File: config.mk
export PLATFORM = sky130hd
export DESIGN_NAME = cpu_regs
export DESIGN_NICKNAME = d
export VERILOG_FILES = /design/src/logic/cpu_regs_pkg.sv /design/src/logic/cpu_regs.sv /design/src/logic/flag_alu.sv
export SDC_FILE = /design/constraint.sdc
export NUM_CORES = 1
export LEC_CHECK = 0
export ABC_CLOCK_PERIOD_IN_PS = 13700
export BUFFER_PORTS_ARGS = -buffer_cell sky130_fd_sc_hd__buf_2
export CORE_MARGIN = 2
export CORE_UTILIZATION = 55
export DETAILED_ROUTE_END_ITERATION = 12
export GPL_TIMING_DRIVEN = 0
export PLACE_DENSITY = 0.84
export SYNTH_ARGS = -nofsm -noshare
export SYNTH_HDL_FRONTEND = slang
export SYNTH_SLANG_ARGS = --single-unit
File: constraint.sdc
create_clock -name sys_clk_in -period 13.7 [get_ports sys_clk_in]
set_clock_uncertainty 0.15 [all_clocks]
set_input_delay 2.055 -clock sys_clk_in [delete_from_list [all_inputs] [get_ports sys_clk_in]]
set_output_delay 2.055 -clock sys_clk_in [all_outputs]
set_load 0.005 [all_outputs]
File: src/logic/cpu_regs_pkg.sv
// Purpose: Shared constants for the CPU register set and address decoder.
// Assumes: Avalon-MM byte addresses, one 32-bit word per register.
// Notes:   Command codes and field positions are software visible.
package cpu_regs_pkg;
	// Register byte offsets.
	localparam logic [5:0] OFS_ACC    = 6'h00;
	localparam logic [5:0] OFS_IDX1   = 6'h04;
	localparam logic [5:0] OFS_IDX2   = 6'h08;
	localparam logic [5:0] OFS_STACK  = 6'h0C;
	localparam logic [5:0] OFS_NEXT   = 6'h10;
	localparam logic [5:0] OFS_FLAGS  = 6'h14;
	localparam logic [5:0] OFS_INSTR  = 6'h18;
	localparam logic [5:0] OFS_DECODE = 6'h1C;
	localparam logic [5:0] OFS_EA     = 6'h20;
	localparam logic [5:0] OFS_CMD    = 6'h24;
	localparam logic [5:0] OFS_STATUS = 6'h28;
	// Flag byte bit positions.
	localparam int FLG_C = 0;
	localparam int FLG_V = 1;
	localparam int FLG_Z = 2;
	localparam int FLG_N = 3;
	localparam int FLG_I = 4;
	localparam int FLG_H = 5;
	localparam int FLG_X = 6;
	localparam int FLG_S = 7;
	localparam logic [7:0] FLAGS_RST = 8'hD0;
	localparam logic [15:0] WORD_RST = 16'h0000;
	// Prefix bytes selecting opcode pages two, three and four.
	localparam logic [7:0] PRE_PAGE2 = 8'h18;
	localparam logic [7:0] PRE_PAGE3 = 8'h1A;
	localparam logic [7:0] PRE_PAGE4 = 8'hCD;
	// Decode word field positions.
	localparam int DEC_PAGE  = 0;
	localparam int DEC_MODE  = 2;
	localparam int DEC_IDX2  = 5;
	localparam int DEC_WIDE  = 6;
	localparam int DEC_EXTRA = 7;
	localparam int DEC_LEN   = 8;
	localparam int DEC_OPC   = 16;
	// Command word fields and codes.
	localparam int CMD_COND = 4;
	localparam int CMD_OPND = 8;
	localparam logic [3:0] OP_NOP    = 4'h0;
	localparam logic [3:0] OP_ADD    = 4'h1;
	localparam logic [3:0] OP_ADC    = 4'h2;
	localparam logic [3:0] OP_ADDACC = 4'h3;
	localparam logic [3:0] OP_SUB    = 4'h4;
	localparam logic [3:0] OP_AND    = 4'h5;
	localparam logic [3:0] OP_ASL    = 4'h6;
	localparam logic [3:0] OP_LSR    = 4'h7;
	localparam logic [3:0] OP_LDA    = 4'h8;
	localparam logic [3:0] OP_PUSH   = 4'h9;
	localparam logic [3:0] OP_PULL   = 4'hA;
	localparam logic [3:0] OP_STEP   = 4'hB;
	localparam logic [3:0] OP_BRANCH = 4'hC;
	localparam logic [3:0] OP_TAP    = 4'hD;
	localparam logic [3:0] OP_STOP   = 4'hE;
	localparam logic [3:0] OP_RETINT = 4'hF;
	// Addressing modes.
	typedef enum logic [2:0] {
		MODE_INH,
		MODE_IMM,
		MODE_DIR,
		MODE_EXT,
		MODE_IDX,
		MODE_REL
	} addr_mode_t;
endpackage

File: src/logic/cpu_regs.sv
// Purpose: Programmer-visible register set, effective address and page decode.
// Assumes: Avalon-MM slave on sys_clk_in; software drives instructions as commands.
// Notes:   Every request answers with waitrequest low on its second cycle.
// How it works
// - Accumulators A and B are 8 bits and read together as 16-bit D.
// - Indexed address is index register plus unsigned 8-bit offset.
// - Second-index instructions carry a prefix: one more byte and cycle.
// - Stack pointer names the next free slot; push decrements, pull increments.
// - The 16-bit program counter holds the next instruction address.
// - Carry follows ALU carry or borrow, and also shifts.
// - Overflow is set on arithmetic overflow, else cleared.
// - Zero is set when the latest result is zero, else cleared.
// - Negative copies the result's most significant bit.
// - A set interrupt mask blocks every maskable interrupt source.
// - Half carry reflects carry from bit 3 to bit 4 on adds.
// - Nonmaskable mask set by reset or acknowledge, cleared by flag transfers.
// - Stop executes as no-operation while the stop-disable flag is set.
// - Immediate operand follows the opcode, as wide as the destination.
// - Direct address uses the byte after the opcode, high byte zero.
// - Extended address is the two bytes after the opcode.
// - Inherent instructions touch registers only, no memory operand.
// - A taken branch adds the signed offset, otherwise execution continues.
// - No prefix means page one; prefix value selects pages two to four.
`timescale 1ns/1ps
module cpu_regs
	import cpu_regs_pkg::*;
(
	input  wire logic        sys_clk_in,
	input  wire logic        rst_n_in,
	input  wire logic [5:0]  avs_address_in,
	input  wire logic        avs_read_in,
	input  wire logic        avs_write_in,
	input  wire logic [3:0]  avs_byteenable_in,
	input  wire logic [31:0] avs_writedata_in,
	output logic      [31:0] avs_readdata_out,
	output logic             avs_waitrequest_out,
	input  wire logic        irq_req_n_in,
	input  wire logic        nonmaskable_int_pin_n_in,
	input  wire logic        nmi_ack_in,
	output logic             irq_pass_out,
	output logic             nmi_pass_out,
	output logic             stop_enter_out
);
	logic [7:0]  acc_a_q;
	logic [7:0]  acc_b_q;
	logic [15:0] first_index_reg_q;
	logic [15:0] second_index_reg_q;
	logic [15:0] stack_top_pointer_q;
	logic [15:0] next_instr_pointer_q;
	logic [7:0]  flag_byte_q;
	logic [31:0] instr_q;
	logic        wait_q;
	logic [1:0]  irq_sync_q;
	logic [1:0]  nmi_sync_q;
	logic        rd_take;
	logic        wr_take;
	logic        cmd_go;
	logic [3:0]  cmd_op;
	logic [7:0]  cmd_opnd;
	logic        cmd_cond;
	logic [31:0] wmask;
	logic [1:0]  page_idx;
	logic        prefixed;
	logic [7:0]  opc;
	logic [7:0]  opnd1;
	logic [7:0]  opnd2;
	addr_mode_t  mode;
	logic        wide;
	logic        use_idx2;
	logic [2:0]  ilen;
	logic [15:0] ea;
	logic [15:0] pc_after;
	logic [31:0] decode_word;
	logic [31:0] rd_mux;
	logic        alu_op;
	logic [7:0]  alu_res;
	logic        alu_h;
	logic        alu_v;
	logic        alu_c;
	logic        alu_upd_h;
	logic        alu_upd_c;
	logic [7:0]  alu_b;

	// Addressing mode from the high nibble of the page opcode.
	function automatic addr_mode_t mode_of(input logic [7:0] op);
		case (op[7:4])
			4'h8, 4'hC: mode_of = MODE_IMM;
			4'h9, 4'hD: mode_of = MODE_DIR;
			4'hB, 4'hF: mode_of = MODE_EXT;
			4'hA, 4'hE: mode_of = MODE_IDX;
			4'h2:       mode_of = MODE_REL;
			default:    mode_of = MODE_INH;
		endcase
	endfunction

	// Sixteen-bit destinations take two immediate bytes.
	function automatic logic wide_of(input logic [7:0] op);
		wide_of = (op[3:0] == 4'h3) || (op[3:0] == 4'hC) || (op[3:0] == 4'hE);
	endfunction

	// Byte-enable merge used by every writable register.
	function automatic logic [31:0] be_mask(input logic [3:0] be);
		be_mask = {{8{be[3]}}, {8{be[2]}}, {8{be[1]}}, {8{be[0]}}};
	endfunction

	// Bus handshake: a request is answered on its second cycle.
	assign rd_take  = avs_read_in && !wait_q;
	assign wr_take  = avs_write_in && !wait_q;
	assign wmask    = be_mask(avs_byteenable_in);
	assign cmd_go   = wr_take && (avs_address_in == OFS_CMD);
	assign cmd_op   = avs_writedata_in[3:0];
	assign cmd_cond = avs_writedata_in[CMD_COND];
	assign cmd_opnd = avs_writedata_in[CMD_OPND +: 8];

	// Page select from the prefix byte; page one needs none.
	always_comb begin
		case (instr_q[7:0])
			PRE_PAGE2: page_idx = 2'h1;
			PRE_PAGE3: page_idx = 2'h2;
			PRE_PAGE4: page_idx = 2'h3;
			default:   page_idx = 2'h0;
		endcase
	end

	// Opcode and operand bytes shift by one when a prefix is present.
	assign prefixed = (page_idx != 2'h0);
	assign opc      = prefixed ? instr_q[15:8] : instr_q[7:0];
	assign opnd1    = prefixed ? instr_q[23:16] : instr_q[15:8];
	assign opnd2    = prefixed ? instr_q[31:24] : instr_q[23:16];
	assign mode     = mode_of(opc);
	assign wide     = wide_of(opc);
	assign use_idx2 = (page_idx == 2'h1) && (mode == MODE_IDX);

	// Instruction length; the prefix costs one byte and one cycle.
	always_comb begin
		ilen = prefixed ? 3'h2 : 3'h1;
		case (mode)
			MODE_IMM: ilen = ilen + (wide ? 3'h2 : 3'h1);
			MODE_DIR: ilen = ilen + 3'h1;
			MODE_EXT: ilen = ilen + 3'h2;
			MODE_IDX: ilen = ilen + 3'h1;
			MODE_REL: ilen = ilen + 3'h1;
			default:  ilen = ilen + 3'h0;
		endcase
	end

	assign pc_after = next_instr_pointer_q + {13'h0000, ilen};

	// Effective address per mode; inherent has no memory operand.
	always_comb begin
		case (mode)
			MODE_IMM: ea = next_instr_pointer_q + (prefixed ? 16'h0002 : 16'h0001);
			MODE_DIR: ea = {8'h00, opnd1};
			MODE_EXT: ea = {opnd1, opnd2};
			MODE_IDX: ea = (use_idx2 ? second_index_reg_q : first_index_reg_q) + {8'h00, opnd1};
			MODE_REL: ea = pc_after + {{8{opnd1[7]}}, opnd1};
			default:  ea = WORD_RST;
		endcase
	end

	// Decode status word seen by software.
	always_comb begin
		decode_word                      = 32'h0000_0000;
		decode_word[DEC_PAGE +: 2]       = page_idx;
		decode_word[DEC_MODE +: 3]       = mode;
		decode_word[DEC_IDX2]            = use_idx2;
		decode_word[DEC_WIDE]            = wide;
		decode_word[DEC_EXTRA]           = prefixed;
		decode_word[DEC_LEN +: 3]        = ilen;
		decode_word[DEC_OPC +: 8]        = opc;
	end

	// Second operand: accumulator B for the accumulator add, else the command byte.
	assign alu_op = cmd_go && (cmd_op >= OP_ADD) && (cmd_op <= OP_LDA);
	assign alu_b  = (cmd_op == OP_ADDACC) ? acc_b_q : cmd_opnd;

	flag_alu u_alu (
		.op_in     (cmd_op),
		.a_in      (acc_a_q),
		.b_in      (alu_b),
		.cin_in    ((cmd_op == OP_ADC) && flag_byte_q[FLG_C]),
		.res_out   (alu_res),
		.h_out     (alu_h),
		.v_out     (alu_v),
		.c_out     (alu_c),
		.upd_h_out (alu_upd_h),
		.upd_c_out (alu_upd_c)
	);

	// Bus wait state: high while idle, low for exactly one cycle per request.
	always_ff @(posedge sys_clk_in) begin
		if (!rst_n_in) begin
			wait_q <= 1'b1;
		end else if ((avs_read_in || avs_write_in) && wait_q) begin
			wait_q <= 1'b0;
		end else begin
			wait_q <= 1'b1;
		end
	end

	assign avs_waitrequest_out = wait_q;

	// Read mux; unmapped offsets read zero.
	always_comb begin
		case (avs_address_in)
			OFS_ACC:    rd_mux = {16'h0000, acc_a_q, acc_b_q};
			OFS_IDX1:   rd_mux = {16'h0000, first_index_reg_q};
			OFS_IDX2:   rd_mux = {16'h0000, second_index_reg_q};
			OFS_STACK:  rd_mux = {16'h0000, stack_top_pointer_q};
			OFS_NEXT:   rd_mux = {16'h0000, next_instr_pointer_q};
			OFS_FLAGS:  rd_mux = {24'h000000, flag_byte_q};
			OFS_INSTR:  rd_mux = instr_q;
			OFS_DECODE: rd_mux = decode_word;
			OFS_EA:     rd_mux = {16'h0000, ea};
			OFS_STATUS: rd_mux = {29'h00000000, stop_enter_out, nmi_pass_out, irq_pass_out};
			default:    rd_mux = 32'h0000_0000;
		endcase
	end

	// Read data is captured as waitrequest drops, so it stands at the taking edge.
	always_ff @(posedge sys_clk_in) begin
		if (!rst_n_in) begin
			avs_readdata_out <= 32'h0000_0000;
		end else if (avs_read_in && wait_q) begin
			avs_readdata_out <= rd_mux;
		end
	end

	// Accumulators: bus writes and ALU results; D is A in the high byte.
	always_ff @(posedge sys_clk_in) begin
		if (!rst_n_in) begin
			acc_a_q <= 8'h00;
			acc_b_q <= 8'h00;
		end else if (wr_take && (avs_address_in == OFS_ACC)) begin
			{acc_a_q, acc_b_q} <= ({acc_a_q, acc_b_q} & ~wmask[15:0]) | (avs_writedata_in[15:0] & wmask[15:0]);
		end else if (alu_op) begin
			acc_a_q <= alu_res;
		end
	end

	// Index registers, written from the bus only.
	always_ff @(posedge sys_clk_in) begin
		if (!rst_n_in) begin
			first_index_reg_q  <= WORD_RST;
			second_index_reg_q <= WORD_RST;
		end else if (wr_take && (avs_address_in == OFS_IDX1)) begin
			first_index_reg_q <= (first_index_reg_q & ~wmask[15:0]) | (avs_writedata_in[15:0] & wmask[15:0]);
		end else if (wr_take && (avs_address_in == OFS_IDX2)) begin
			second_index_reg_q <= (second_index_reg_q & ~wmask[15:0]) | (avs_writedata_in[15:0] & wmask[15:0]);
		end
	end

	// Stack pointer moves one byte per push or pull.
	always_ff @(posedge sys_clk_in) begin
		if (!rst_n_in) begin
			stack_top_pointer_q <= WORD_RST;
		end else if (wr_take && (avs_address_in == OFS_STACK)) begin
			stack_top_pointer_q <= (stack_top_pointer_q & ~wmask[15:0]) | (avs_writedata_in[15:0] & wmask[15:0]);
		end else if (cmd_go && (cmd_op == OP_PUSH)) begin
			stack_top_pointer_q <= stack_top_pointer_q - 16'h0001;
		end else if (cmd_go && (cmd_op == OP_PULL)) begin
			stack_top_pointer_q <= stack_top_pointer_q + 16'h0001;
		end
	end

	// Program counter: step past the instruction, or take a branch.
	always_ff @(posedge sys_clk_in) begin
		if (!rst_n_in) begin
			next_instr_pointer_q <= WORD_RST;
		end else if (wr_take && (avs_address_in == OFS_NEXT)) begin
			next_instr_pointer_q <= (next_instr_pointer_q & ~wmask[15:0]) | (avs_writedata_in[15:0] & wmask[15:0]);
		end else if (cmd_go && (cmd_op == OP_STEP)) begin
			next_instr_pointer_q <= pc_after;
		end else if (cmd_go && (cmd_op == OP_BRANCH)) begin
			next_instr_pointer_q <= (cmd_cond && (mode == MODE_REL)) ? ea : pc_after;
		end
	end

	// Instruction window bytes, lowest byte at the program counter.
	always_ff @(posedge sys_clk_in) begin
		if (!rst_n_in) begin
			instr_q <= 32'h0000_0000;
		end else if (wr_take && (avs_address_in == OFS_INSTR)) begin
			instr_q <= (instr_q & ~wmask) | (avs_writedata_in & wmask);
		end
	end

	// Flag byte. The nonmaskable mask may only be cleared by transfers, and an
	// acknowledge in the same cycle as such a transfer wins so the edge is not lost.
	always_ff @(posedge sys_clk_in) begin
		if (!rst_n_in) begin
			flag_byte_q <= FLAGS_RST;
		end else begin
			if (alu_op) begin
				flag_byte_q[FLG_Z] <= (alu_res == 8'h00);
				flag_byte_q[FLG_N] <= alu_res[7];
				flag_byte_q[FLG_V] <= alu_v;
				if (alu_upd_c) begin
					flag_byte_q[FLG_C] <= alu_c;
				end
				if (alu_upd_h) begin
					flag_byte_q[FLG_H] <= alu_h;
				end
			end else if (cmd_go && ((cmd_op == OP_TAP) || (cmd_op == OP_RETINT))) begin
				flag_byte_q <= (cmd_op == OP_TAP) ? acc_a_q : cmd_opnd;
				flag_byte_q[FLG_X] <= flag_byte_q[FLG_X] & ((cmd_op == OP_TAP) ? acc_a_q[FLG_X] : cmd_opnd[FLG_X]);
			end
			if (nmi_ack_in) begin
				flag_byte_q[FLG_X] <= 1'b1;
				flag_byte_q[FLG_I] <= 1'b1;
			end
		end
	end

	// Pin synchronisers; only the second stage is read.
	always_ff @(posedge sys_clk_in) begin
		if (!rst_n_in) begin
			irq_sync_q <= 2'b11;
			nmi_sync_q <= 2'b11;
		end else begin
			irq_sync_q <= {irq_sync_q[0], irq_req_n_in};
			nmi_sync_q <= {nmi_sync_q[0], nonmaskable_int_pin_n_in};
		end
	end

	// Interrupt gating by the two mask flags.
	always_ff @(posedge sys_clk_in) begin
		if (!rst_n_in) begin
			irq_pass_out <= 1'b0;
			nmi_pass_out <= 1'b0;
		end else begin
			irq_pass_out <= !irq_sync_q[1] && !flag_byte_q[FLG_I];
			nmi_pass_out <= !nmi_sync_q[1] && !flag_byte_q[FLG_X];
		end
	end

	// Stop request pulses for one cycle only when stop is enabled.
	always_ff @(posedge sys_clk_in) begin
		if (!rst_n_in) begin
			stop_enter_out <= 1'b0;
		end else begin
			stop_enter_out <= cmd_go && (cmd_op == OP_STOP) && !flag_byte_q[FLG_S];
		end
	end
endmodule

File: src/logic/flag_alu.sv
// Purpose: 8-bit arithmetic and logic unit with flag results.
// Assumes: Pure combinational; the caller latches result and flags.
// Notes:   upd_h and upd_c tell which flags the operation touches.
`timescale 1ns/1ps
module flag_alu
	import cpu_regs_pkg::*;
(
	input  wire logic [3:0] op_in,
	input  wire logic [7:0] a_in,
	input  wire logic [7:0] b_in,
	input  wire logic       cin_in,
	output logic      [7:0] res_out,
	output logic            h_out,
	output logic            v_out,
	output logic            c_out,
	output logic            upd_h_out,
	output logic            upd_c_out
);
	logic [8:0] sum;
	logic [4:0] low;

	// Operation select; carry into bit 4 is watched for adds only.
	always_comb begin
		sum       = 9'h000;
		low       = 5'h00;
		res_out   = a_in;
		h_out     = 1'b0;
		v_out     = 1'b0;
		c_out     = 1'b0;
		upd_h_out = 1'b0;
		upd_c_out = 1'b0;
		case (op_in)
			OP_ADD, OP_ADC, OP_ADDACC: begin
				sum       = {1'b0, a_in} + {1'b0, b_in} + {8'h00, cin_in};
				low       = {1'b0, a_in[3:0]} + {1'b0, b_in[3:0]} + {4'h0, cin_in};
				res_out   = sum[7:0];
				h_out     = low[4];
				c_out     = sum[8];
				v_out     = (a_in[7] == b_in[7]) && (sum[7] != a_in[7]);
				upd_h_out = 1'b1;
				upd_c_out = 1'b1;
			end
			OP_SUB: begin
				sum       = {1'b0, a_in} - {1'b0, b_in};
				res_out   = sum[7:0];
				c_out     = sum[8];
				v_out     = (a_in[7] != b_in[7]) && (sum[7] != a_in[7]);
				upd_c_out = 1'b1;
			end
			OP_AND: res_out = a_in & b_in;
			OP_LDA: res_out = b_in;
			OP_ASL: begin
				res_out   = {a_in[6:0], 1'b0};
				c_out     = a_in[7];
				v_out     = a_in[7] ^ a_in[6];
				upd_c_out = 1'b1;
			end
			OP_LSR: begin
				res_out   = {1'b0, a_in[7:1]};
				c_out     = a_in[0];
				v_out     = a_in[0];
				upd_c_out = 1'b1;
			end
			default: res_out = a_in;
		endcase
	end
endmodule

**After elaboration in Yosys (flattened, before gate mapping)**

Memories as Yosys holds them, arrays and structs flattened.
Cells that the tools add are included.

- Register bits: 160
- Memory bits (read-only): 48
- Output and inout bits: 36
- Word-level logic and storage cells: 187
- Memories kept: 1

- Add/sub/neg operators: 14
- Order comparisons: 2
- Equality and inequality tests: 43
- Multiplexer cells: 35
- Bitwise gates (word level): 22
- Reductions and logical operators: 51

Memory list:

| name | depth | bits a word | rd ports | clocked after memory_dff | wr ports | line | source |
|---|---|---|---|---|---|---|---|
| (no name shown) | 16 | 3 | 1 | 0 | 0 | cpu_regs.sv:86 | `case (op[7:4])` |

Operator list:

| operator | number |
|---|---|
| one-hot mux 32 bit (10 select lines) | 1 |
| two-way mux 16 bit | 8 |
| bitwise AND 16 bit | 6 |
| bitwise OR 16 bit | 5 |
| one-hot mux 16 bit (5 select lines) | 1 |
| bitwise AND 32 bit | 2 |
| two-way mux 8 bit | 7 |
| one-hot mux 8 bit (6 select lines) | 1 |
| equality test 4 bit, second input constant | 10 |
| inverter 32 bit | 1 |
| bitwise OR 32 bit | 1 |
| logical AND 1 bit | 26 |
| equality test 6 x 5 -> 1 bit, second input constant | 4 |
| equality test 6 bit, second input constant | 3 |
| adder 16 x 1 -> 16 bit, second input constant | 1 |
| adder 16 bit | 1 |
| adder 16 x 2 -> 16 bit | 1 |
| adder 16 x 3 -> 16 bit | 1 |
| adder 16 x 8 -> 16 bit | 1 |
| equality test 4 x 3 -> 1 bit, second input constant | 4 |
| equality test 8 x 5 -> 1 bit, second input constant | 2 |
| inverter 16 bit | 1 |
| subtractor 16 x 1 -> 16 bit, second input constant | 1 |
| equality test 4 x 2 -> 1 bit, second input constant | 3 |
| 42 further kinds | 75 |

**Depth between registers and ports, before layout**

- Depth after elaboration: 17
- Mapped depth: 31
- Mapped depth without buffers: 28

**By module**

Synthesis repeated with hierarchy kept, for this count alone.

- Cell total of the unflattened synthesis: 1676
- Area, all modules: 13025.0 um2

By module, submodules not included:

| module | instances | cells each | area an instance (um2) |
|---|---|---|---|
| cpu_regs | 1 | 1473 | 11617.4 |
| flag_alu | 1 | 203 | 1407.6 |

**Worst setup path before layout**

OpenSTA, ideal clock, no wires.

- Path type: register -> register
- From: register (tool-made name)
- To: register avs_readdata_out[9]
- Setup time: 0.117 ns
- Arrival time: 6.248 ns
- Path slack: 7.186 ns
- Cell stages (with the launch flop): 28
- Path buffers: 2
- Clock period less this slack: 6.514 ns
- Cells stage by stage: dfxtp_1 > or3b_1 > nor4_2 > buf_2 > nor2_1 > inv_1 > buf_2 > mux2_2 > o41ai_1 > o2111ai_1 > ha_1 > inv_1 > fa_1 > nor2_1 > a211oi_1 > fa_1 > nor2b_1 > o2111ai_1 > xnor2_1 > ha_1 > a21oi_1 > o21ai_0 > a31o_2 > a21oi_1 > xnor2_1 > a221oi_1 > o221ai_1 > a22o_1

RTL lines:

| what | line | source |
|---|---|---|
| to (signal assigned) | cpu_regs.sv:225 | `avs_readdata_out <= rd_mux;` |
| to (decl) | cpu_regs.sv:35 | `output logic [31:0] avs_readdata_out,` |

==> flow_metrics.env <==
export IMPL_ys_types=78
export IMPL_path_class="flip-flop to flip-flop"
export IMPL_port_buffers=72
export IMPL_die_w_um=155
export IMPL_hpwl_mm=40.3
export IMPL_postLayoutCellArea_um2=13900
export IMPL_yosysWarnings=0
export IMPL_grt_util_all_layers=0.427
export IMPL_worstReg2RegEnd="avs_readdata_out[9]$_SDFFE_PN0P_"
export IMPL_p_per_area_nw_per_um2=76.4
export IMPL_start_kind="flip-flop"
export IMPL_ys_flop_type="dfxtp_1"
export IMPL_cts_buffer_depth=2
export IMPL_overflow=0
export IMPL_tritoncts="done"
export IMPL_slew_viol_final=0
export IMPL_seq_area_frac_synth=0.256
export IMPL_worstHoldStart="irq_sync_q[1]$_SDFF_PN1_"
export IMPL_vias=14000
export IMPL_ir_worst_vdd_mv=0.0638
export IMPL_reg2regPathDepth=26
export IMPL_initial_core_util=0.557
export IMPL_synth_edf_count=0
export IMPL_clock_latency_ns=0.45
export IMPL_synth_nets=1753
export IMPL_post_cts_buffers=0
export IMPL_cts_repair_resize_count=0
export IMPL_finalSetupTns_ns=0
export IMPL_nFillCells=2061
export IMPL_crit_arrival_ns=8.60
export IMPL_wl_mm=52.3
export IMPL_drive_above_1_share=0.0880
export IMPL_tightest_slew_ns=1.28
export IMPL_ys_ff_latch=160
export IMPL_placed_cells=1992
export IMPL_core_area_um2=22500
export IMPL_period_minus_slack_ns=8.41
export IMPL_cts_sinks=160
export IMPL_cts_made_buffers=17
export IMPL_grt_pass1_vias=12900
export IMPL_max_cap_violations=0
export IMPL_fin_cells=2024
export IMPL_syn_avg_cell_area_um2=7.67
export IMPL_cts_hold_buf=0
export IMPL_min_path_cells=1
export IMPL_finalCritPeriodShare=0.614
export IMPL_wl_per_cell_um=25.8
export IMPL_netlist_area_um2=12500
export IMPL_worstPathRequired_ns=13.89
export IMPL_first_pass_iters=7
export IMPL_rsz0062_at_grt="false"
export IMPL_cts_max_level=4
export IMPL_post_dp_cell_area_um2=13300
export IMPL_chipHeight_um=155
export IMPL_diodes=0
export IMPL_r2r_setup_slack_ns=5.29
export IMPL_viasPerCell=6.91
export IMPL_slew_headroom=0.141
export IMPL_min_to="irq_pass_out$_SDFF_PN0_"
export IMPL_worstHoldPathType="flip-flop to flip-flop"
export IMPL_grt_start_max_net_pins=19
export IMPL_synthCells=1634
export IMPL_finalSetupViolations=0
export IMPL_drtIter0Drc=2023
export IMPL_antenna_left=0
export IMPL_hold_violations=0
export IMPL_fmax_mhz=119
export IMPL_pin_count=85
export IMPL_clk_pin_slew_ns=0.08
export IMPL_antenna_found_initial=0
export IMPL_async_flop_share=0
export IMPL_p_leak_nw=5.42
export IMPL_worstPathMaxFanout=11
export IMPL_gp_congestion=1.08
export IMPL_grt_pass1_wl_mm=78.2
export IMPL_cp_end_kind="flip-flop"
export IMPL_die_area_um2=24000
export IMPL_area_growth_pct=10.8
export IMPL_outcome="complete, no violations"
export IMPL_remaining_drc_errors=0
export IMPL_clock_tree_root_cell="clkbuf_16"
export IMPL_rows=55
export IMPL_final_nets=1845
## cell usage in the layout (no fill, tap or decap), types with 11 or more instances in the layout
| master | n |
|---|---|
| a211oi_1 | 17 |
| a31oi_1 | 19 |
| xor2_1 | 30 |
| mux2_2 | 21 |
| a222oi_1 | 16 |
| nor2_1 | 155 |
| a21oi_1 | 124 |
| xnor2_1 | 38 |
| nand3_1 | 71 |
| dfxtp_1 | 160 |
| o211ai_1 | 20 |
| a221oi_1 | 15 |
| and3_1 | 19 |
| ha_1 | 61 |
| or3_1 | 11 |
| o21a_1 | 18 |
| a21o_1 | 19 |
| o21bai_1 | 14 |
| nand2b_1 | 28 |
| o21ai_0 | 80 |
| nand4_1 | 11 |
| nor3_1 | 44 |
| nor2b_1 | 13 |
| mux2i_1 | 76 |
| inv_1 | 49 |
| clkbuf_1 | 94 |
| a22oi_1 | 76 |
| nand2_1 | 164 |
| buf_2 | 76 |
| clkbuf_16 | 17 |
## cell type report
class	count	area, um^2	share of cell area
buffer	109	418	0.0301
clock buffer	17	425	0.0306
clock inverter	15	194	0.0140
inverter	51	191	0.0138
multi-input combinational	1314	8730	0.629
sequential	160	3200	0.231
tap	285	357	0.0257
timing repair buffer	73	370	0.0267
## metal layers
layer	track usage	routed length (um)	part of all wire
met1	0.551	20100	0.38
met2	0.663	22500	0.43
met3	0.0827	5870	0.11
met4	0.258	3750	0.072
met5	0	0	0
## stage by stage
stage	worst slack (ns)	power, mW	utilization	hold WS (ns)
floorplan	7.19	0.525	-	0.223
global placement	5.60	0.561	0.589	0.229
detailed placement	5.54	0.562	0.590	0.231
CTS	5.52	1.05	0.617	0.242
global route	4.88	1.08	0.617	0.254
finish	5.29	1.06	0.617	0.240
## kinds of logic (layout without fill, tap and decap cells)
group                    count (synthesis)  count (layout)  synth area share
AND/OR/NAND/NOR                        562             562             0.211
multiplexers                            98              98            0.0813
flip-flops                             160             160             0.256
buffers and inverters                  160             265            0.0486
AO/OA/AOI/OAI                          516             516             0.281
adder cells (fa/ha/maj)                 70              70            0.0753
XOR/XNOR                                68              68            0.0475
## worst max-delay path by stage
stage                                             end  cells after the start  startpoint
floorplan            avs_readdata_out[9]$_SDFFE_PN0P_                     27   flip-flop
global placement     avs_readdata_out[9]$_SDFFE_PN0P_                     26   flip-flop
detailed placement  avs_readdata_out[15]$_SDFFE_PN0P_                     27   flip-flop
CTS                 avs_readdata_out[15]$_SDFFE_PN0P_                     27   flip-flop
global route        avs_readdata_out[15]$_SDFFE_PN0P_                     28   flip-flop
finish               avs_readdata_out[9]$_SDFFE_PN0P_                     26   flip-flop
## Yosys cell counts, types with 7 or more instances
master,count,area share
and3_1,19,0.0095
xnor2_1,38,0.027
mux2_2,21,0.019
a222oi_1,16,0.013
o211ai_1,20,0.012
or3_1,11,0.0055
nor2b_1,13,0.0065
nand3_1,71,0.028
nand4_1,11,0.0055
fa_1,9,0.014
dfxtp_1,160,0.26
and2_1,9,0.0045
nand3b_1,7,0.0042
clkbuf_1,94,0.028
a211o_1,9,0.0063
nor3_1,44,0.018
a21o_1,19,0.011
nor2_1,155,0.046
o2111ai_1,9,0.0063
o21ai_0,80,0.032
ha_1,61,0.061
a31oi_1,19,0.0095
a22o_1,9,0.0063
xor2_1,30,0.021
o22ai_1,10,0.0050
a211oi_1,17,0.010
a21oi_1,124,0.050
o21bai_1,14,0.0084
a22oi_1,76,0.046
inv_1,49,0.015
a221oi_1,15,0.010
mux2i_1,76,0.061
buf_1,10,0.0030
nand2b_1,28,0.014
nand2_1,164,0.049
o21a_1,18,0.011
## power breakdown
part,switching (mW),leakage (nW),total [mW],internal [mW]
Combinational,0.0658,3.83,0.0893,0.0236
Sequential,0.000857,1.29,0.467,0.466
Clock,0.242,0.302,0.505,0.263
Total,0.308,5.42,1.06,0.753
## critical path: stages, from the launching register on
cell and delay, ns:
dfxtp_1 0.32, clkbuf_1 0.48, nand3b_1 0.28, nor2_1 0.18
buf_2 0.24, nor2_1 0.08, inv_1 0.14, buf_2 0.35
mux2_2 0.41, o41ai_1 0.70, o2111ai_1 0.34, fa_1 0.58
nor2_1 0.05, a211oi_1 0.63, fa_1 0.34, nor2b_1 0.08
o2111ai_1 0.48, xnor2_1 0.24, ha_1 0.37, a21oi_1 0.21
o211ai_1 0.19, a31o_2 0.27, a21oi_1 0.17, xnor2_1 0.09
a221oi_1 0.46, o221ai_1 0.22, a22o_1 0.24
No activity file was read; power rests on OpenSTA's default activity.
